===== src/ictl_defs.svh =====
// Constants for the indirect control register bank and motion detector configuration
// Notes on behaviour
// (RQ1) Pointer index 4:0 selects indirect register; codes 01,02,03,04,05,0B defined, others reserved.
// (RQ2) Pointer resets to zero, bits 7:5 reserved, so no register selected.
// (RQ3) After pointer write, data port reads and writes the selected register.
// (RQ4) Pointer writes accepted only while lock open; host opens lock first.
// (RQ5) Channel logic bits 5,4,3 require Z, X, Y; AND of required, reset 0.
// (RQ6) Channel logic bits 2,1,0 enable Z, X, Y; OR of enabled, reset 1.
// (RQ7) One 8-bit threshold register per axis, compared during motion detection.
// (RQ8) Thresholds unsigned; axis magnitude reaching threshold triggers motion detector.
// (RQ9) Threshold reset value is 10h or 08h, chosen at build time.
// (RQ10) X and Z compare bits 5:0; Y compares bits 6:0.
// (RQ11) Reserved index: data port writes ignored, reads return zero.
// (RQ12) Trigger when one enabled channel hits and all required channels hit.
// (RQ13) Data port write stores its byte into the selected indirect register; channel logic keeps only bits 5:0 and output config only bits 4:0.
// (RQ14) Lock opens after key writes 00h, 50h, A0h; other sequences close it.
// (RQ15) Motion detection runs only while operation mode field holds 011.
// (RQ16) Trigger reports axes in status bits: 2 Y, 1 X, 0 Z.
`ifndef ICTL_DEFS_SVH
`define ICTL_DEFS_SVH

// ----------------------------------------
// Direct register addresses
// ----------------------------------------
`define ICTL_ADDR_STATUS 8'h02
`define ICTL_ADDR_MODE 8'h14
`define ICTL_ADDR_INT_STATUS 8'h16
`define ICTL_ADDR_POINTER 8'h18
`define ICTL_ADDR_UNLOCK 8'h1e
`define ICTL_ADDR_DATA 8'h22

// ----------------------------------------
// Indirect indexes
// ----------------------------------------
`define ICTL_IDX_TWO_WIRE_OFF 5'h01
`define ICTL_IDX_CHAN_LOGIC 5'h02
`define ICTL_IDX_Y_LIMIT 5'h03
`define ICTL_IDX_X_LIMIT 5'h04
`define ICTL_IDX_Z_LIMIT 5'h05
`define ICTL_IDX_OUT_CFG 5'h0b

// ----------------------------------------
// Fields, keys and reset values
// ----------------------------------------
`define ICTL_KEY_FIRST 8'h00
`define ICTL_KEY_SECOND 8'h50
`define ICTL_KEY_THIRD 8'ha0
`define ICTL_MODE_MOTION 3'h3
`define ICTL_MODE_WMASK 8'hd7
`define ICTL_LOCK_BIT 5
`define ICTL_REQ_Z 5
`define ICTL_REQ_X 4
`define ICTL_REQ_Y 3
`define ICTL_EN_Z 2
`define ICTL_EN_X 1
`define ICTL_EN_Y 0
`define ICTL_CHAN_LOGIC_RST 8'h07
`define ICTL_OUT_CFG_RST 8'h1c
`define ICTL_TWO_WIRE_RST 8'h00
`define ICTL_LIMIT_RST 8'h10
`define ICTL_XZ_LIMIT_MASK 8'h3f
`define ICTL_Y_LIMIT_MASK 8'h7f

`endif


===== src/ictl_pkg.sv =====
// Types shared by the indirect control register bank
package ictl_pkg;

  typedef enum logic [1:0] {LK_CLOSED, LK_KEY0, LK_KEY1, LK_OPEN} ictl_lock_t;

  typedef logic [4:0] ictl_index_t;

  typedef logic [2:0] ictl_axes_t;

endpackage : ictl_pkg


===== src/ictl_motion_if.sv =====
// Interface between the register bank and the motion comparator
`timescale 1ns/1ps
interface ictl_motion_if #(parameter int ACC_W = 11) (input wire logic clk, input wire logic rst_n);
  logic [7:0] chan_logic;
  logic [7:0] y_limit;
  logic [7:0] x_limit;
  logic [7:0] z_limit;
  logic active;
  logic signed [ACC_W-1:0] acc_y;
  logic signed [ACC_W-1:0] acc_x;
  logic signed [ACC_W-1:0] acc_z;
  logic [2:0] hit;
  logic trig;

  modport cfg (
    input clk, rst_n, hit, trig,
    output chan_logic, y_limit, x_limit, z_limit, active, acc_y, acc_x, acc_z
  );

  modport det (
    input clk, rst_n, chan_logic, y_limit, x_limit, z_limit, active, acc_y, acc_x, acc_z,
    output hit, trig
  );
endinterface : ictl_motion_if


===== src/ictl_motion_cfg_top.sv =====
// Register bank with lock-protected pointer, indirect data port and motion configuration
`timescale 1ns/1ps
`include "ictl_defs.svh"
module ictl_motion_cfg_top
  import ictl_pkg::*;
#(
  parameter int ACC_W = 11,
  parameter logic [7:0] LIMIT_RST = `ICTL_LIMIT_RST
) (
  input wire logic CORE_CLK_IN,
  input wire logic RST_N_IN,
  input wire logic REG_WR_IN,
  input wire logic REG_RD_IN,
  input wire logic [7:0] REG_ADDR_IN,
  input wire logic [7:0] REG_WDATA_IN,
  input wire logic SAMPLE_VALID_IN,
  input wire logic signed [ACC_W-1:0] ACCEL_Y_IN,
  input wire logic signed [ACC_W-1:0] ACCEL_X_IN,
  input wire logic signed [ACC_W-1:0] ACCEL_Z_IN,
  output logic [7:0] REG_RDATA_OUT,
  output logic REG_RVALID_OUT,
  output logic LOCK_OPEN_OUT,
  output logic MOTION_TRIG_OUT,
  output logic [7:0] TWO_WIRE_CFG_OUT,
  output logic [7:0] OUT_CFG_OUT
);

  // ----------------------------------------
  // Storage
  // ----------------------------------------
  logic [7:0] pointer_r;
  logic [7:0] chan_logic_r;
  logic [7:0] y_limit_r;
  logic [7:0] x_limit_r;
  logic [7:0] z_limit_r;
  logic [7:0] two_wire_r;
  logic [7:0] out_cfg_r;
  logic [7:0] mode_r;
  logic [7:0] key_r;
  ictl_axes_t int_status_r;
  ictl_axes_t int_status_nxt;
  logic [7:0] rdata_r;
  logic rvalid_r;
  logic trig_r;
  logic lock_open_r;
  logic lock_open;

  // ----------------------------------------
  // Write and read decode
  // ----------------------------------------
  ictl_index_t index;
  logic idx_defined;
  logic wr_pointer;
  logic wr_data;
  logic wr_mode;
  logic wr_key;
  logic rd_status;
  logic wr_two_wire;
  logic wr_chan_logic;
  logic wr_y_limit;
  logic wr_x_limit;
  logic wr_z_limit;
  logic wr_out_cfg;
  logic [7:0] indirect_rd;
  logic [7:0] direct_rd;
  logic motion_hit;
  ictl_axes_t set_axes;

  assign index = pointer_r[4:0]; // [RQ1]
  assign idx_defined = (index == `ICTL_IDX_TWO_WIRE_OFF) || (index == `ICTL_IDX_CHAN_LOGIC) ||
                       (index == `ICTL_IDX_Y_LIMIT) || (index == `ICTL_IDX_X_LIMIT) ||
                       (index == `ICTL_IDX_Z_LIMIT) || (index == `ICTL_IDX_OUT_CFG); // [RQ1]

  assign wr_pointer = REG_WR_IN && (REG_ADDR_IN == `ICTL_ADDR_POINTER) && lock_open; // [RQ4]
  assign wr_data = REG_WR_IN && (REG_ADDR_IN == `ICTL_ADDR_DATA) && lock_open && idx_defined; // [RQ11]
  assign wr_mode = REG_WR_IN && (REG_ADDR_IN == `ICTL_ADDR_MODE);
  assign wr_key = REG_WR_IN && (REG_ADDR_IN == `ICTL_ADDR_UNLOCK);
  assign rd_status = REG_RD_IN && (REG_ADDR_IN == `ICTL_ADDR_INT_STATUS);

  assign wr_two_wire = wr_data && (index == `ICTL_IDX_TWO_WIRE_OFF); // [RQ13]
  assign wr_chan_logic = wr_data && (index == `ICTL_IDX_CHAN_LOGIC); // [RQ13]
  assign wr_y_limit = wr_data && (index == `ICTL_IDX_Y_LIMIT); // [RQ13]
  assign wr_x_limit = wr_data && (index == `ICTL_IDX_X_LIMIT); // [RQ13]
  assign wr_z_limit = wr_data && (index == `ICTL_IDX_Z_LIMIT); // [RQ13]
  assign wr_out_cfg = wr_data && (index == `ICTL_IDX_OUT_CFG); // [RQ13]

  // Selected indirect register, zero for a reserved index
  assign indirect_rd = (index == `ICTL_IDX_TWO_WIRE_OFF) ? two_wire_r :
                       (index == `ICTL_IDX_CHAN_LOGIC) ? chan_logic_r :
                       (index == `ICTL_IDX_Y_LIMIT) ? y_limit_r :
                       (index == `ICTL_IDX_X_LIMIT) ? x_limit_r :
                       (index == `ICTL_IDX_Z_LIMIT) ? z_limit_r :
                       (index == `ICTL_IDX_OUT_CFG) ? out_cfg_r : 8'h00; // [RQ3] [RQ11]

  assign direct_rd = (REG_ADDR_IN == `ICTL_ADDR_STATUS) ? {2'h0, lock_open, 5'h00} :
                     (REG_ADDR_IN == `ICTL_ADDR_MODE) ? mode_r :
                     (REG_ADDR_IN == `ICTL_ADDR_INT_STATUS) ? {5'h00, int_status_r} :
                     (REG_ADDR_IN == `ICTL_ADDR_POINTER) ? pointer_r :
                     (REG_ADDR_IN == `ICTL_ADDR_UNLOCK) ? key_r :
                     (REG_ADDR_IN == `ICTL_ADDR_DATA) ? indirect_rd : 8'h00;

  // ----------------------------------------
  // Lock sequencer
  // ----------------------------------------
  ictl_unlock_seq u_unlock (
    .clk_in(CORE_CLK_IN),
    .rst_n_in(RST_N_IN),
    .key_wr_in(wr_key),
    .key_in(REG_WDATA_IN),
    .lock_open_out(lock_open)
  );

  // ----------------------------------------
  // Motion comparator
  // ----------------------------------------
  ictl_motion_if #(.ACC_W(ACC_W)) mif (.clk(CORE_CLK_IN), .rst_n(RST_N_IN));

  assign mif.chan_logic = chan_logic_r;
  assign mif.y_limit = y_limit_r; // [RQ7]
  assign mif.x_limit = x_limit_r; // [RQ7]
  assign mif.z_limit = z_limit_r; // [RQ7]
  assign mif.active = (mode_r[2:0] == `ICTL_MODE_MOTION); // [RQ15]
  assign mif.acc_y = ACCEL_Y_IN;
  assign mif.acc_x = ACCEL_X_IN;
  assign mif.acc_z = ACCEL_Z_IN;

  ictl_motion_det #(.ACC_W(ACC_W)) u_det (
    .m(mif.det)
  );

  assign motion_hit = SAMPLE_VALID_IN && mif.trig; // [RQ12]
  assign set_axes = motion_hit ? (mif.hit & {chan_logic_r[`ICTL_EN_Y] | chan_logic_r[`ICTL_REQ_Y],
                                             chan_logic_r[`ICTL_EN_X] | chan_logic_r[`ICTL_REQ_X],
                                             chan_logic_r[`ICTL_EN_Z] | chan_logic_r[`ICTL_REQ_Z]})
                               : 3'h0; // [RQ16]
  // Reading clears, a new trigger in the same cycle wins
  assign int_status_nxt = (rd_status ? 3'h0 : int_status_r) | set_axes; // [RQ16]

  // ----------------------------------------
  // Direct registers
  // ----------------------------------------
  always_ff @(posedge CORE_CLK_IN) begin
    if (!RST_N_IN) begin
      pointer_r <= 8'h00; // [RQ2]
      mode_r <= 8'h00;
      key_r <= 8'h00;
    end else begin
      if (wr_pointer) pointer_r <= REG_WDATA_IN; // [RQ1] [RQ4]
      if (wr_mode) mode_r <= REG_WDATA_IN & `ICTL_MODE_WMASK;
      if (wr_key) key_r <= REG_WDATA_IN; // [RQ14]
    end
  end

  // ----------------------------------------
  // Indirect registers
  // ----------------------------------------
  always_ff @(posedge CORE_CLK_IN) begin
    if (!RST_N_IN) begin
      two_wire_r <= `ICTL_TWO_WIRE_RST;
      chan_logic_r <= `ICTL_CHAN_LOGIC_RST; // [RQ5] [RQ6]
      y_limit_r <= LIMIT_RST; // [RQ9]
      x_limit_r <= LIMIT_RST; // [RQ9]
      z_limit_r <= LIMIT_RST; // [RQ9]
      out_cfg_r <= `ICTL_OUT_CFG_RST;
    end else begin
      if (wr_two_wire) two_wire_r <= REG_WDATA_IN;
      if (wr_chan_logic) chan_logic_r <= {2'h0, REG_WDATA_IN[5:0]}; // [RQ5] [RQ6]
      if (wr_y_limit) y_limit_r <= REG_WDATA_IN; // [RQ7]
      if (wr_x_limit) x_limit_r <= REG_WDATA_IN; // [RQ7]
      if (wr_z_limit) z_limit_r <= REG_WDATA_IN; // [RQ7]
      if (wr_out_cfg) out_cfg_r <= {3'h0, REG_WDATA_IN[4:0]};
    end
  end

  // ----------------------------------------
  // Status, read port and outputs
  // ----------------------------------------
  always_ff @(posedge CORE_CLK_IN) begin
    if (!RST_N_IN) begin
      int_status_r <= 3'h0;
      trig_r <= 1'b0;
      rdata_r <= 8'h00;
      rvalid_r <= 1'b0;
      lock_open_r <= 1'b0;
    end else begin
      int_status_r <= int_status_nxt; // [RQ16]
      trig_r <= motion_hit; // [RQ8]
      rdata_r <= REG_RD_IN ? direct_rd : rdata_r; // [RQ3]
      rvalid_r <= REG_RD_IN;
      lock_open_r <= lock_open;
    end
  end

  assign REG_RDATA_OUT = rdata_r;
  assign REG_RVALID_OUT = rvalid_r;
  assign LOCK_OPEN_OUT = lock_open_r;
  assign MOTION_TRIG_OUT = trig_r;
  assign TWO_WIRE_CFG_OUT = two_wire_r;
  assign OUT_CFG_OUT = out_cfg_r;

  // ----------------------------------------
  // Checks
  // ----------------------------------------
  a_ptr_reset_zero: assert property (@(posedge CORE_CLK_IN) // [RQ2]
    !RST_N_IN |=> pointer_r == 8'h00)
    else $error("pointer not zero after reset");

  a_ptr_load_open: assert property (@(posedge CORE_CLK_IN) disable iff (!RST_N_IN) // [RQ1]
    REG_WR_IN && REG_ADDR_IN == `ICTL_ADDR_POINTER && lock_open |=> pointer_r == $past(REG_WDATA_IN))
    else $error("pointer write lost while lock open");

  a_ptr_lock_gate: assert property (@(posedge CORE_CLK_IN) disable iff (!RST_N_IN) // [RQ4]
    REG_WR_IN && REG_ADDR_IN == `ICTL_ADDR_POINTER && !lock_open |=> $stable(pointer_r))
    else $error("pointer changed while lock closed");

  a_data_read_sel: assert property (@(posedge CORE_CLK_IN) disable iff (!RST_N_IN) // [RQ3]
    REG_RD_IN && REG_ADDR_IN == `ICTL_ADDR_DATA && index == `ICTL_IDX_Y_LIMIT
    |=> REG_RVALID_OUT && REG_RDATA_OUT == y_limit_r)
    else $error("data port did not show Y limit");

  a_rsvd_read_zero: assert property (@(posedge CORE_CLK_IN) disable iff (!RST_N_IN) // [RQ11]
    REG_RD_IN && REG_ADDR_IN == `ICTL_ADDR_DATA && !idx_defined |=> REG_RDATA_OUT == 8'h00)
    else $error("reserved index read not zero");

  a_rsvd_write_drop: assert property (@(posedge CORE_CLK_IN) disable iff (!RST_N_IN) // [RQ11]
    REG_WR_IN && REG_ADDR_IN == `ICTL_ADDR_DATA && !idx_defined
    |=> $stable(chan_logic_r) && $stable(x_limit_r) && $stable(y_limit_r) && $stable(z_limit_r))
    else $error("reserved index write changed a register");

  a_data_write_x: assert property (@(posedge CORE_CLK_IN) disable iff (!RST_N_IN) // [RQ13]
    REG_WR_IN && REG_ADDR_IN == `ICTL_ADDR_DATA && lock_open && index == `ICTL_IDX_X_LIMIT
    |=> x_limit_r == $past(REG_WDATA_IN))
    else $error("X limit not written through data port");

  a_trig_needs_mode: assert property (@(posedge CORE_CLK_IN) disable iff (!RST_N_IN) // [RQ15]
    MOTION_TRIG_OUT |-> $past(mode_r[2:0]) == `ICTL_MODE_MOTION)
    else $error("trigger outside motion mode");

  a_trig_axes_report: assert property (@(posedge CORE_CLK_IN) disable iff (!RST_N_IN) // [RQ16]
    motion_hit && mif.hit[2] && chan_logic_r[`ICTL_EN_Y] |=> int_status_r[2] && MOTION_TRIG_OUT)
    else $error("Y trigger not reported");

  a_chan_rst_val: assert property (@(posedge CORE_CLK_IN) // [RQ5] [RQ6]
    !RST_N_IN |=> chan_logic_r == `ICTL_CHAN_LOGIC_RST)
    else $error("channel logic reset wrong");

  a_limit_rst_val: assert property (@(posedge CORE_CLK_IN) // [RQ9]
    !RST_N_IN |=> y_limit_r == LIMIT_RST && x_limit_r == LIMIT_RST && z_limit_r == LIMIT_RST)
    else $error("limit reset wrong");

  a_data_write_y: assert property (@(posedge CORE_CLK_IN) disable iff (!RST_N_IN) // [RQ13]
    REG_WR_IN && REG_ADDR_IN == `ICTL_ADDR_DATA && lock_open && index == `ICTL_IDX_Y_LIMIT
    |=> y_limit_r == $past(REG_WDATA_IN))
    else $error("Y limit write lost");

  a_data_write_z: assert property (@(posedge CORE_CLK_IN) disable iff (!RST_N_IN) // [RQ13]
    REG_WR_IN && REG_ADDR_IN == `ICTL_ADDR_DATA && lock_open && index == `ICTL_IDX_Z_LIMIT
    |=> z_limit_r == $past(REG_WDATA_IN))
    else $error("Z limit write lost");

  a_chan_write_mask: assert property (@(posedge CORE_CLK_IN) disable iff (!RST_N_IN) // [RQ5] [RQ6]
    REG_WR_IN && REG_ADDR_IN == `ICTL_ADDR_DATA && lock_open && index == `ICTL_IDX_CHAN_LOGIC
    |=> chan_logic_r == ($past(REG_WDATA_IN) & 8'h3f))
    else $error("channel logic write wrong");

  a_data_read_chan: assert property (@(posedge CORE_CLK_IN) disable iff (!RST_N_IN) // [RQ3]
    REG_RD_IN && REG_ADDR_IN == `ICTL_ADDR_DATA && index == `ICTL_IDX_CHAN_LOGIC
    |=> REG_RVALID_OUT && REG_RDATA_OUT == chan_logic_r)
    else $error("data port channel logic wrong");

  a_status_lock_bit: assert property (@(posedge CORE_CLK_IN) disable iff (!RST_N_IN) // [RQ14]
    REG_RD_IN && REG_ADDR_IN == `ICTL_ADDR_STATUS |=> REG_RDATA_OUT == {2'h0, $past(lock_open), 5'h00})
    else $error("status lock bit wrong");

  a_lock_out_follow: assert property (@(posedge CORE_CLK_IN) disable iff (!RST_N_IN) // [RQ14]
    1'b1 |-> LOCK_OPEN_OUT == $past(lock_open))
    else $error("lock output does not follow lock");

  a_trig_axes_x: assert property (@(posedge CORE_CLK_IN) disable iff (!RST_N_IN) // [RQ16]
    motion_hit && mif.hit[1] && chan_logic_r[`ICTL_EN_X] |=> int_status_r[1])
    else $error("X trigger not reported");

  a_trig_axes_z: assert property (@(posedge CORE_CLK_IN) disable iff (!RST_N_IN) // [RQ16]
    motion_hit && mif.hit[0] && chan_logic_r[`ICTL_EN_Z] |=> int_status_r[0])
    else $error("Z trigger not reported");

  a_no_trig_idle: assert property (@(posedge CORE_CLK_IN) disable iff (!RST_N_IN) // [RQ12]
    !SAMPLE_VALID_IN |=> !MOTION_TRIG_OUT)
    else $error("trigger without a sample");

  a_rvalid_pulse: assert property (@(posedge CORE_CLK_IN) disable iff (!RST_N_IN) // [RQ3]
    1'b1 |-> REG_RVALID_OUT == $past(REG_RD_IN))
    else $error("read valid does not follow read");

  a_mode_write_mask: assert property (@(posedge CORE_CLK_IN) disable iff (!RST_N_IN) // [RQ15]
    REG_WR_IN && REG_ADDR_IN == `ICTL_ADDR_MODE |=> mode_r == ($past(REG_WDATA_IN) & `ICTL_MODE_WMASK))
    else $error("mode write not masked");

  c_motion_trig: cover property (@(posedge CORE_CLK_IN) disable iff (!RST_N_IN) MOTION_TRIG_OUT);
  c_rsvd_read: cover property (@(posedge CORE_CLK_IN) disable iff (!RST_N_IN)
    REG_RD_IN && REG_ADDR_IN == `ICTL_ADDR_DATA && !idx_defined);
  c_and_trig: cover property (@(posedge CORE_CLK_IN) disable iff (!RST_N_IN)
    motion_hit && chan_logic_r[`ICTL_REQ_X] && chan_logic_r[`ICTL_REQ_Y]);

endmodule : ictl_motion_cfg_top


===== src/ictl_unlock_seq.sv =====
// Key sequencer that opens and closes the register lock
`timescale 1ns/1ps
`include "ictl_defs.svh"
module ictl_unlock_seq
  import ictl_pkg::*;
(
  input wire logic clk_in,
  input wire logic rst_n_in,
  input wire logic key_wr_in,
  input wire logic [7:0] key_in,
  output logic lock_open_out
);

  ictl_lock_t state_r;
  ictl_lock_t state_nxt;

  // ----------------------------------------
  // Sequence tracking
  // ----------------------------------------
  always_comb begin
    state_nxt = state_r;
    if (key_wr_in) begin
      unique case (state_r)
        LK_KEY0: state_nxt = (key_in == `ICTL_KEY_SECOND) ? LK_KEY1 :
                             (key_in == `ICTL_KEY_FIRST) ? LK_KEY0 : LK_CLOSED; // [RQ14]
        LK_KEY1: state_nxt = (key_in == `ICTL_KEY_THIRD) ? LK_OPEN :
                             (key_in == `ICTL_KEY_FIRST) ? LK_KEY0 : LK_CLOSED; // [RQ14]
        LK_CLOSED, LK_OPEN: state_nxt = (key_in == `ICTL_KEY_FIRST) ? LK_KEY0 : LK_CLOSED; // [RQ14]
      endcase
    end
  end

  always_ff @(posedge clk_in) begin
    if (!rst_n_in) state_r <= LK_CLOSED;
    else state_r <= state_nxt;
  end

  assign lock_open_out = (state_r == LK_OPEN);

  // ----------------------------------------
  // Checks
  // ----------------------------------------
  a_key_seq_opens: assert property (@(posedge clk_in) disable iff (!rst_n_in) // [RQ14]
    (key_wr_in && key_in == `ICTL_KEY_FIRST) ##1 (key_wr_in && key_in == `ICTL_KEY_SECOND)
    ##1 (key_wr_in && key_in == `ICTL_KEY_THIRD) |=> lock_open_out)
    else $error("lock did not open after key sequence");

  a_bad_key_closes: assert property (@(posedge clk_in) disable iff (!rst_n_in) // [RQ14]
    key_wr_in && key_in != `ICTL_KEY_SECOND && key_in != `ICTL_KEY_THIRD |=> !lock_open_out)
    else $error("lock stayed open after a foreign key");

  c_lock_opened: cover property (@(posedge clk_in) disable iff (!rst_n_in) $rose(lock_open_out));

endmodule : ictl_unlock_seq


===== src/ictl_motion_det.sv =====
// Per-axis threshold comparison and channel trigger logic
`timescale 1ns/1ps
`include "ictl_defs.svh"
module ictl_motion_det
  import ictl_pkg::*;
#(
  parameter int ACC_W = 11
) (
  ictl_motion_if.det m
);

  logic signed [ACC_W-1:0] acc_all [3];
  logic [7:0] lim_all [3];
  logic [ACC_W-1:0] mag [3];
  ictl_axes_t req_yxz;
  ictl_axes_t en_yxz;

  // ----------------------------------------
  // Axis order: 2 Y, 1 X, 0 Z
  // ----------------------------------------
  assign acc_all[2] = m.acc_y;
  assign acc_all[1] = m.acc_x;
  assign acc_all[0] = m.acc_z;
  assign lim_all[2] = m.y_limit & `ICTL_Y_LIMIT_MASK; // [RQ10]
  assign lim_all[1] = m.x_limit & `ICTL_XZ_LIMIT_MASK; // [RQ10]
  assign lim_all[0] = m.z_limit & `ICTL_XZ_LIMIT_MASK; // [RQ10]
  assign req_yxz = {m.chan_logic[`ICTL_REQ_Y], m.chan_logic[`ICTL_REQ_X], m.chan_logic[`ICTL_REQ_Z]}; // [RQ5]
  assign en_yxz = {m.chan_logic[`ICTL_EN_Y], m.chan_logic[`ICTL_EN_X], m.chan_logic[`ICTL_EN_Z]}; // [RQ6]

  for (genvar i = 0; i < 3; i++) begin : g_axis
    assign mag[i] = acc_all[i][ACC_W-1] ? (~acc_all[i] + 1'b1) : acc_all[i];
    assign m.hit[i] = (mag[i] >= {{(ACC_W-8){1'b0}}, lim_all[i]}); // [RQ8]
  end

  // One enabled axis hits and every required axis hits, only in motion mode
  assign m.trig = m.active && (|(m.hit & en_yxz)) && (&(m.hit | ~req_yxz)); // [RQ12] [RQ15]

  // ----------------------------------------
  // Checks
  // ----------------------------------------
  a_req_and_hold: assert property (@(posedge m.clk) disable iff (!m.rst_n) // [RQ5]
    m.trig && m.chan_logic[`ICTL_REQ_X] |-> mag[1] >= {{(ACC_W-8){1'b0}}, m.x_limit & `ICTL_XZ_LIMIT_MASK})
    else $error("trigger without required X hit");

  a_en_or_hit: assert property (@(posedge m.clk) disable iff (!m.rst_n) // [RQ6]
    m.active && m.chan_logic[`ICTL_EN_Y] && m.chan_logic[5:3] == 3'h0 &&
    mag[2] >= {{(ACC_W-8){1'b0}}, m.y_limit & `ICTL_Y_LIMIT_MASK} |-> m.trig)
    else $error("enabled Y hit did not trigger");

  a_idle_no_trig: assert property (@(posedge m.clk) disable iff (!m.rst_n) // [RQ15]
    !m.active |-> !m.trig)
    else $error("trigger outside motion mode");

endmodule : ictl_motion_det


===== config.mk =====
export PLATFORM = sky130hd
export DESIGN_NAME = ictl_motion_cfg_top
export DESIGN_NICKNAME = d
export VERILOG_FILES = /design/src/ictl_pkg.sv /design/src/ictl_motion_if.sv /design/src/ictl_motion_cfg_top.sv /design/src/ictl_unlock_seq.sv /design/src/ictl_motion_det.sv
export VERILOG_INCLUDE_DIRS = /design/src
export SDC_FILE = /design/constraint.sdc
export NUM_CORES = 1
export LEC_CHECK = 0
export ABC_CLOCK_PERIOD_IN_PS = 4050
export BUFFER_PORTS_ARGS = -buffer_cell sky130_fd_sc_hd__buf_4
export CORE_ASPECT_RATIO = 1.75
export CORE_UTILIZATION = 40
export CTS_BUF_LIST = sky130_fd_sc_hd__clkbuf_4 sky130_fd_sc_hd__clkbuf_8
export DETAILED_ROUTE_END_ITERATION = 6
export GPL_ROUTABILITY_DRIVEN = 0
export PLACE_DENSITY = 0.64
export REMOVE_ABC_BUFFERS = 1
export SETUP_SLACK_MARGIN = 0.3
export SKIP_LAST_GASP = 1
export SLEW_MARGIN = 25
export SYNTH_ARGS = -nofsm -noshare
export SYNTH_HDL_FRONTEND = slang
export SYNTH_SLANG_ARGS = --single-unit
export TNS_END_PERCENT = 20

===== constraint.sdc =====
create_clock -name CORE_CLK_IN -period 4.05 [get_ports CORE_CLK_IN]
set_clock_uncertainty 0.2 [all_clocks]
set_input_delay 0.81 -clock CORE_CLK_IN [delete_from_list [all_inputs] [get_ports CORE_CLK_IN]]
set_output_delay 0.81 -clock CORE_CLK_IN [all_outputs]
set_load 0.05 [all_outputs]

Word level (Yosys, flattened, before mapping)
Index checks and enable logic that the tools add are counted.

Magnitude comparators: 3. Equal/unequal tests: 18. Muxes and demuxes: 21. $add $sub $neg: 3. Reduce and logical (&&, ||, !) cells: 27. Bitwise operators: 11.

Operators with widths (number): 2-to-1 mux 8 bit (11); adder 11 x 1 -> 11 bit (second input constant) (3); 2-to-1 mux 11 bit (3); inverter 11 bit (3); == test 8 x 5 -> 1 bit (second input constant) (4); greater-or-equal comparator 11 x 6 -> 1 bit (2); logical AND 1 bit (17); greater-or-equal comparator 11 x 7 -> 1 bit (1); == test 5 x 2 -> 1 bit (second input constant) (2); == test 5 x 3 -> 1 bit (second input constant) (2); == test 8 x 2 -> 1 bit (second input constant) (1); == test 8 x 6 -> 1 bit (second input constant) (1); == test 8 x 7 -> 1 bit (second input constant) (1); == test 8 bit (second input constant) (1); logical NOT 8 bit (1); bitwise AND 3 bit (2); 2-to-1 mux 3 bit (2); bitwise OR 3 bit (2); one-hot mux 2 bit (3 select lines) (1); == test 5 x 1 -> 1 bit (second input constant) (1); == test 5 x 4 -> 1 bit (second input constant) (1); logical OR 1 bit (5); 2-to-1 mux 5 bit (1); == test 2 bit (second input constant) (2); 10 further kinds (13).

Word-level logic and storage cells: 98. Output and inout bits: 27. Flip-flop bits (word level): 81. Input bits: 54.

Logic depth before layout (Yosys ltp)
Gate-level depths: netlist of the first run.

Depth in word-level cells: 13. Depth in mapped cells: 13. Depth with buffers taken out: 13.

Cells and area by module
Synthesis of the first run repeated with hierarchy kept, for this count alone.

Cell total of the unflattened synthesis: 645. Area, all modules: 5416.4 um2.

By module, submodules not included: ictl_motion_cfg_top (instances 1, area each 4093.9 um2, seq. area each 1581.5 um2, cells each 455); ictl_motion_det (instances 1, area each 1124.8 um2, seq. area each 0.0 um2, cells each 167); ictl_unlock_seq (instances 1, area each 197.7 um2, seq. area each 40.0 um2, cells each 23).

Least setup slack after synthesis of the first run
No wires, ideal clock.

Path kind: input to register. Start point: input port ACCEL_Y_IN[0]. End point: register int_status_r[2]. Stages on the path: 11. Setup time: 130 ps. Slack: 625 ps. Data required time: 3720 ps. Buffers on the path: 0. Data arrival time: 3095 ps. Cells stage by stage: or3_1 -> o31ai_1 -> xnor2_1 -> ha_1 -> nand4_1 -> nor2_1 -> a2111o_1 -> a211oi_1 -> o22ai_1 -> a2bb2oi_1 -> o41ai_1.

Longest elaborated chain between the ends: 11. Elaborated cells on any way between the ends: 14. Classes of those cells: 1 x add/sub; 1 x order compare; 2 x mux; 5 x bitwise; 5 x reduce/logical.

RTL lines: start: declaration (line ictl_motion_cfg_top.sv:17) `input wire logic signed [ACC_W-1:0] ACCEL_Y_IN,`; inverter 11 bit (line ictl_motion_det.sv:31) `assign mag[i] = acc_all[i][ACC_W-1] ? (~acc_all[i] + 1'b1) : acc_all[i];`; adder 11 x 1 -> 11 bit (line ictl_motion_det.sv:31); 2-to-1 mux 11 bit * (line ictl_motion_det.sv:31); greater-or-equal comparator 11 x 7 -> 1 bit * (line ictl_motion_det.sv:32) `assign m.hit[i] = (mag[i] >= {{(ACC_W-8){1'b0}}, lim_all[i]});`; bitwise AND 3 bit (line ictl_motion_det.sv:36) `assign m.trig = m.active && (|(m.hit & en_yxz)) && (&(m.hit | ~req_yxz));`; OR reduction 3 bit (line ictl_motion_det.sv:36); logical AND 1 bit (2 in series) (line ictl_motion_det.sv:36); logical AND 1 bit (line ictl_motion_cfg_top.sv:131) `assign motion_hit = SAMPLE_VALID_IN && mif.trig;`; 2-to-1 mux 3 bit * (line ictl_motion_cfg_top.sv:132) `` assign set_axes = motion_hit ? (mif.hit & {chan_logic_r[`ICTL_EN_Y] | chan_logic_r[`ICTL_REQ_Y], ``; bitwise OR 3 bit * (line ictl_motion_cfg_top.sv:137) `assign int_status_nxt = (rd_status ? 3'h0 : int_status_r) | set_axes;`; end signal: assignment (line ictl_motion_cfg_top.sv:186) `int_status_r <= int_status_nxt;`; end: declaration (line ictl_motion_cfg_top.sv:40) `ictl_axes_t int_status_r;`.

Every way passes the cells marked *; elsewhere a longest branch is shown, timed or not. A chain may end at the register's enable or synchronous reset.

Worst setup path after layout of the first run
Ends and elaborated chain as after synthesis.

==> results.ini, run 1 <==
[synthesis]
dominant_cells_by_area_after_synthesis = sky130_fd_sc_hd__dfxtp_1 (33%), sky130_fd_sc_hd__mux2i_1 (11%), sky130_fd_sc_hd__nor2b_1 (7.1%)
synth.cells.most_frequent = sky130_fd_sc_hd__dfxtp_1 (81), sky130_fd_sc_hd__mux2i_1 (55), sky130_fd_sc_hd__nor2b_1 (55)
post_synth_inst_count = 569
area_share_of_the_largest_cell_type_after_synthesis_pct = 33.3
async_flop_share_pct = 0
synthDistinctLibCells = 68
yosys_register_bits = 81
ys_dominant_reg_cell = sky130_fd_sc_hd__dfxtp_1
synth-seq-area-share_pct = 33.3
synthesis.area_per_instance_um2 = 8.56
synth-warning-count = 0
netlist.top_cell.by_area = sky130_fd_sc_hd__dfxtp_1
synth_enable_flop_cells = 0
synth.cell_area_um2 = 4870
synth.most_common_cell = sky130_fd_sc_hd__dfxtp_1

[route]
viasPerCell = 5.58
drc_errors = 0
detail-route-antenna-nets = 0
drt_iter0_drc = 250
num_vias = 4303
detail_route.first_pass.iterations = 5
route.detailed.wl_per_inst_um = 16.7
finalWirelength_mm = 12.9

[clocking]
postCtsSetupBuffers = 0
worst_skew_pair.late_latency_ns = 0.37
cts_buffer_depth = 2
cts-resized-gates = 0
cts_made_buffers = 9
cts_hold_repair.buffers = 0
clkSinkCount = 81
htree_num_levels = 3
clock_tree_from_tritoncts = done
cts-root-buf = sky130_fd_sc_hd__clkbuf_8
clk_transition_reported_paths_ns = 0.09

[cells_and_area]
num_antenna_cells = 0
multi_input_area_um2 = 2950
layout.cells.non_filler = 771
n_fill_cell = 1162
areaGrowthSynthToFinish_pct = 17.7
fraction_of_layout_instances_using_a_drive_strength_above_1_pct = 17.5
final_net_count = 708
area.sequential_um2 = 1620

[power]
power.ir.vdd_worst_v = 0.000170
power_switching_w = 0.000440
sequentialPowerShare_pct = 47.2
comb_power_share_pct = 12.2
netSwitchingFraction_pct = 26.0
total_leakage_power_nw = 2.26
clkPwrFrac_pct = 40.6
intPower_w = 0.00125
design_power_total_w = 0.00169
power_per_cell_area_nw_per_um2 = 295

[placement]
numPortBuffers = 77
place_worst_setup_slack_ns = 0.207
hpwl_after_detailed_placement_mm = 9.66
cell_count_after_placement = 755

[sta]
rsz0062_at_grt = false
timing_worst_slew_pin_value_ns = 0.972
max_freq_ghz = 0.289
min_period_over_period_pct = 85.4
final.setup.tns_ns = 0
finalWorstPathRequiredPeriod_ns = 3.46
max_slew_margin_pct = 34.3
whs_ns = 0.268
timing_max_transition_violations_final = 0
post-route-worst-setup-slack_ns = 0.590
finalHoldViolCount = 0
setup_viol = 0

[min_path]
timing.hold.worst.class = flop to flop

[critical_path]
timing.critical_path.from_type = input pin
crit_path_cell_trace = buf_4 > or3_1 > o31ai_1 > xnor2_1 > ha_1 > nand4_1 > nor2_1 > a2111o_1 > a211oi_1 > o22ai_1 > a2bb2oi_1 > o41ai_1
endpoint_kind = flop
worstSetupPathType = input pin to flop
arrival_ns = 3.51
cp_max_fo = 4
worst_path_dominant_cell_family = compound AO/OA/AOI/OAI gates
cp_num_buf_inv = 1
largest_stage_delay_on_the_critical_path_ns = 0.43
cp.required_ns = 4.10
critPathSlowestCell = sky130_fd_sc_hd__or3_1

[floorplanning]
core-area_um2 = 11900
initial_core_util_pct = 40.8
die_outline_area_um2 = 12600
pin_count = 81
row_count = 53
horizontal_die_dimension_um = 85.4
die_y_um = 148

[global_routing]
antenna_violations_before_repair = 0
grtUsageTotal_pct = 20.9
grt_pass1_vias = 4166
gr-total-overflow = 0
grt_start_max_net_pins = 82
grt_first_pass_wirelength_mm = 20.8

[run_status]
status = completed

[job]
cap_viol_max_count = 0

[worst reg2reg max path: stages (launching register included)]
cell                       delay (ns)
sky130_fd_sc_hd__dfxtp_1         0.91
sky130_fd_sc_hd__nand3_1         0.52
sky130_fd_sc_hd__o221ai_1        0.41
sky130_fd_sc_hd__a21oi_1         0.13
sky130_fd_sc_hd__a221oi_1        0.33
sky130_fd_sc_hd__o21ai_0         0.14
[final cells by class]
class                      count  share of cell area (%)
clock buffer                   9                    2.16
clock inverter                 7                    1.86
inverter                      37                    2.42
multi-input combinational    418                    51.5
sequential                    81                    28.3
tap                          137                    2.99
timing repair buffer          82                    10.7
[metrics by stage]
step / util, % / area (um^2)
2_1_floorplan: - / 4710
3_3_place_gp: 46.1 / 5500
3_5_place_dp: 46.1 / 5500
4_1_cts: 48.0 / 5730
5_1_grt: 48.0 / 5730
6_report: 48.0 / 5730
[power groups by stage]
stage / logic, W / clock network [W] / registers, W
final: 0.000205 / 0.000687 / 0.000798
after global routing: 0.000227 / 0.000733 / 0.000798
after CTS: 0.000206 / 0.000701 / 0.000798
after detailed placement: 0.000205 / 0 / 0.000817
after global placement: 0.000198 / 0 / 0.000817
after floorplan: 0.0000954 / 0 / 0.000822
[sequential cells by signal (all words and copies together), names as in the netlist]
register,count
chan_logic_r,6
int_status_r,3
key_r,8
mode_r,6
mif.x_limit,8
pointer_r,8
TWO_WIRE_CFG_OUT,8
MOTION_TRIG_OUT,1
LOCK_OPEN_OUT,1
mif.z_limit,8
REG_RVALID_OUT,1
OUT_CFG_OUT,5
REG_RDATA_OUT,8
mif.y_limit,8
u_unlock.state_r,2
[placed cells by master, fill, tap and decap left out, types with 15 or more instances in the layout]
cell,instances
sky130_fd_sc_hd__ha_1,25
sky130_fd_sc_hd__nor2_1,21
sky130_fd_sc_hd__nor2b_1,55
sky130_fd_sc_hd__inv_1,36
sky130_fd_sc_hd__a21oi_1,20
sky130_fd_sc_hd__mux2i_1,55
sky130_fd_sc_hd__buf_4,82
sky130_fd_sc_hd__nand2_1,54
sky130_fd_sc_hd__dfxtp_1,81
sky130_fd_sc_hd__nand3_1,15
sky130_fd_sc_hd__o21ai_0,24
[logic make-up (layout without fill, tap and decap cells)]
family / after synthesis / in the layout / share of synthesized area (%)
fa+ha+maj: 25 / 25 / 6.42
other cells: 1 / 3 / 0.0770
mux: 56 / 56 / 11.5
xor+xnor: 13 / 13 / 2.34
flops: 81 / 81 / 33.3
compound gates: 121 / 121 / 17.6
simple gates: 200 / 200 / 22.5
buf+inv: 72 / 135 / 6.24
[path summary, 6_finish.rpt]
path	startpoint	end	slack (ns)	cells after the start
worst min-delay path	key_r[2]$_SDFFE_PN0P_	key_r[2]$_SDFFE_PN0P_	0.27	2
worst max register to register	pointer_r[0]$_SDFFE_PN0P_	REG_RDATA_OUT[3]$_SDFFE_PN0P_	1.30	5
worst max-delay path	ACCEL_Y_IN[0]	int_status_r[2]$_SDFF_PN0_	0.59	12
worst min register to register	key_r[2]$_SDFFE_PN0P_	key_r[2]$_SDFFE_PN0P_	0.27	2
[routing by layer]
layer  share of wire [%]  up-vias  GRT usage [%]
met5                   0        -              0
met4                 2.5        0           9.25
met3                 2.8       25           3.13
met2                  54      103           37.8
met1                  41     2044           23.8
li1                    -     2131              -
Note: power is estimated with default switching activity, not from simulation.
==> inputs of run 2 (changes only) <==
--- a/config.mk
+++ b/config.mk
@@ -6,7 +6,7 @@
 export SDC_FILE = /design/constraint.sdc
 export NUM_CORES = 1
 export LEC_CHECK = 0
-export ABC_CLOCK_PERIOD_IN_PS = 4050
+export ABC_CLOCK_PERIOD_IN_PS = 3800
 export BUFFER_PORTS_ARGS = -buffer_cell sky130_fd_sc_hd__buf_4
 export CORE_ASPECT_RATIO = 1.75
 export CORE_UTILIZATION = 40
==> constraint.sdc (replaced) <==
create_clock -name CORE_CLK_IN -period 3.8 [get_ports CORE_CLK_IN]
set_clock_uncertainty 0.2 [all_clocks]
set_input_delay 0.76 -clock CORE_CLK_IN [delete_from_list [all_inputs] [get_ports CORE_CLK_IN]]
set_output_delay 0.76 -clock CORE_CLK_IN [all_outputs]
set_load 0.05 [all_outputs]
==> results.ini, run 2 (synthesized netlist as in run 1, its figures left out) <==
[run_status]
status = completed

[cells_and_area]
n_fill_cell = 1160
final_net_count = 711
areaGrowthSynthToFinish_pct = 18.2
multi_input_area_um2 = 2960
fraction_of_layout_instances_using_a_drive_strength_above_1_pct = 18.1
num_antenna_cells = 0
final_common_cell = sky130_fd_sc_hd__buf_4
area.sequential_um2 = 1620
layout.cells.most_common_list = sky130_fd_sc_hd__buf_4 (85), sky130_fd_sc_hd__dfxtp_1 (81), sky130_fd_sc_hd__mux2i_1 (55), sky130_fd_sc_hd__nor2b_1 (55), sky130_fd_sc_hd__nand2_1 (54)

[placement]
numPortBuffers = 77
hpwl_after_detailed_placement_mm = 9.67
place_worst_setup_slack_ns = 0.0912

[critical_path]
timing.critical_path.from_type = input pin
cp_num_buf_inv = 1
crit_path_cell_trace = buf_4 > or3_1 > o31ai_1 > xnor2_1 > ha_1 > nand4_1 > nor2_1 > a2111o_1 > a211oi_1 > o22ai_1 > a2bb2oi_2 > o31ai_1
cp.required_ns = 3.85
endpoint_kind = flop
cp_max_fo = 4
cp_common_cell = sky130_fd_sc_hd__o31ai_1
critPathSlowestCell = sky130_fd_sc_hd__or3_1
largest_stage_delay_on_the_critical_path_ns = 0.43
arrival_ns = 3.35
worstSetupPathType = input pin to flop
worst_path_dominant_cell_family = compound AO/OA/AOI/OAI gates

[power]
power.ir.vdd_worst_v = 0.000157
total_leakage_power_nw = 2.28
design_power_total_w = 0.00181
power_per_cell_area_nw_per_um2 = 314

[route]
finalWirelength_mm = 12.9
detail-route-antenna-nets = 0
num_vias = 4366
route.detailed.wl_per_inst_um = 16.7
drt_iter0_drc = 273
detail_route.wirelength.met1_mm = 5.16
wl_met3_um = 395
viasPerCell = 5.64
drc_errors = 0
wl_met2_mm = 6.77
detail_route.first_pass.iterations = 5
dr_top_layer = met4

[clocking]
clkSinkCount = 81
clk_transition_reported_paths_ns = 0.09
clock_tree_from_tritoncts = done
postCtsSetupBuffers = 0
cts_made_buffers = 9
cts-root-buf = sky130_fd_sc_hd__clkbuf_8
cts_buffer_depth = 2
worst_skew_pair.late_latency_ns = 0.38
htree_num_levels = 3
cts_hold_repair.buffers = 0

[sta]
whs_ns = 0.271
final.setup.tns_ns = 0
timing_max_transition_violations_final = 0
post-route-worst-setup-slack_ns = 0.505
max_slew_margin_pct = 43.7
setup_viol = 0
rsz0062_at_grt = false
timing_worst_slew_pin_value_ns = 0.843
finalHoldViolCount = 0
min_period_over_period_pct = 86.7
finalWorstPathRequiredPeriod_ns = 3.30
max_freq_ghz = 0.303

[floorplanning]
horizontal_die_dimension_um = 85.4
die_outline_area_um2 = 12600
die_y_um = 148
pin_count = 81
initial_core_util_pct = 40.8
core-area_um2 = 11900
row_count = 53

[global_routing]
grt_pass1_vias = 4355
gr-total-overflow = 0
antenna_violations_before_repair = 0
grtUsageTotal_pct = 21.0
grt_start_max_net_pins = 82
grt_first_pass_wirelength_mm = 20.9

[min_path]
timing.hold.worst.class = flop to flop

[job]
cap_viol_max_count = 0

==> run 2: through the flow <==
| step | cell area [um^2] | instances | utilization, % |
|---|---|---|---|
| after floorplan | 4710 | 536 | - |
| after global placement | 5520 | 758 | 46.3 |
| after detailed placement | 5520 | 758 | 46.3 |
| after CTS | 5750 | 774 | 48.2 |
| after global routing | 5760 | 774 | 48.2 |
| final | 5760 | 774 | 48.2 |
==> run 2: repair_timing <==
item                                   4_1_cts  5_1_grt
setup endpoints to repair                    0        3
endpoints found under the hold margin        0        0
resized for setup                            0        1
==> run 2: path summary, 6_finish.rpt <==
| kind | startpoint | to | slack (ns) | cells past startpoint |
|---|---|---|---|---|
| setup reg to reg | pointer_r[0]$_SDFFE_PN0P_ | REG_RDATA_OUT[3]$_SDFFE_PN0P_ | 1.03 | 5 |
| hold / removal | key_r[3]$_SDFFE_PN0P_ | key_r[3]$_SDFFE_PN0P_ | 0.27 | 2 |
| setup / recovery | ACCEL_Y_IN[0] | int_status_r[0]$_SDFF_PN0_ | 0.50 | 12 |
| hold reg to reg | key_r[3]$_SDFFE_PN0P_ | key_r[3]$_SDFFE_PN0P_ | 0.27 | 2 |
==> run 2: final cells by class <==
class | instances | share of cell area [%]
clock buffers | 9 | 2.15
flip-flops and latches | 81 | 28.2
inverters | 37 | 2.41
multi-input cells | 418 | 51.4
clock inverters | 7 | 1.85
repair buffers | 85 | 11.1
well taps | 137 | 2.98
==> run 2: metal layers <==
| layer | global-route usage (%) | vias up |
|---|---|---|
| met5 | 0 | - |
| met4 | 14.2 | 0 |
| met3 | 1.84 | 42 |
| met2 | 37.6 | 124 |
| met1 | 23.2 | 2067 |
| li1 | - | 2133 |
==> run 2: report_power, final <==
group / internal [W] / total, W / leakage [nW] / switching (W)
registers: 0.000850 / 0.000850 / 0.653 / 0.000000801
logic: 0.000102 / 0.000220 / 1.51 / 0.000119
clock network: 0.000383 / 0.000738 / 0.117 / 0.000355
==> run 2: tightest hold or removal path: stages (launching register included) <==
cell and delay (ns):
sky130_fd_sc_hd__dfxtp_1 0.32, sky130_fd_sc_hd__nand2_1 0.05, sky130_fd_sc_hd__a21boi_0 0.06
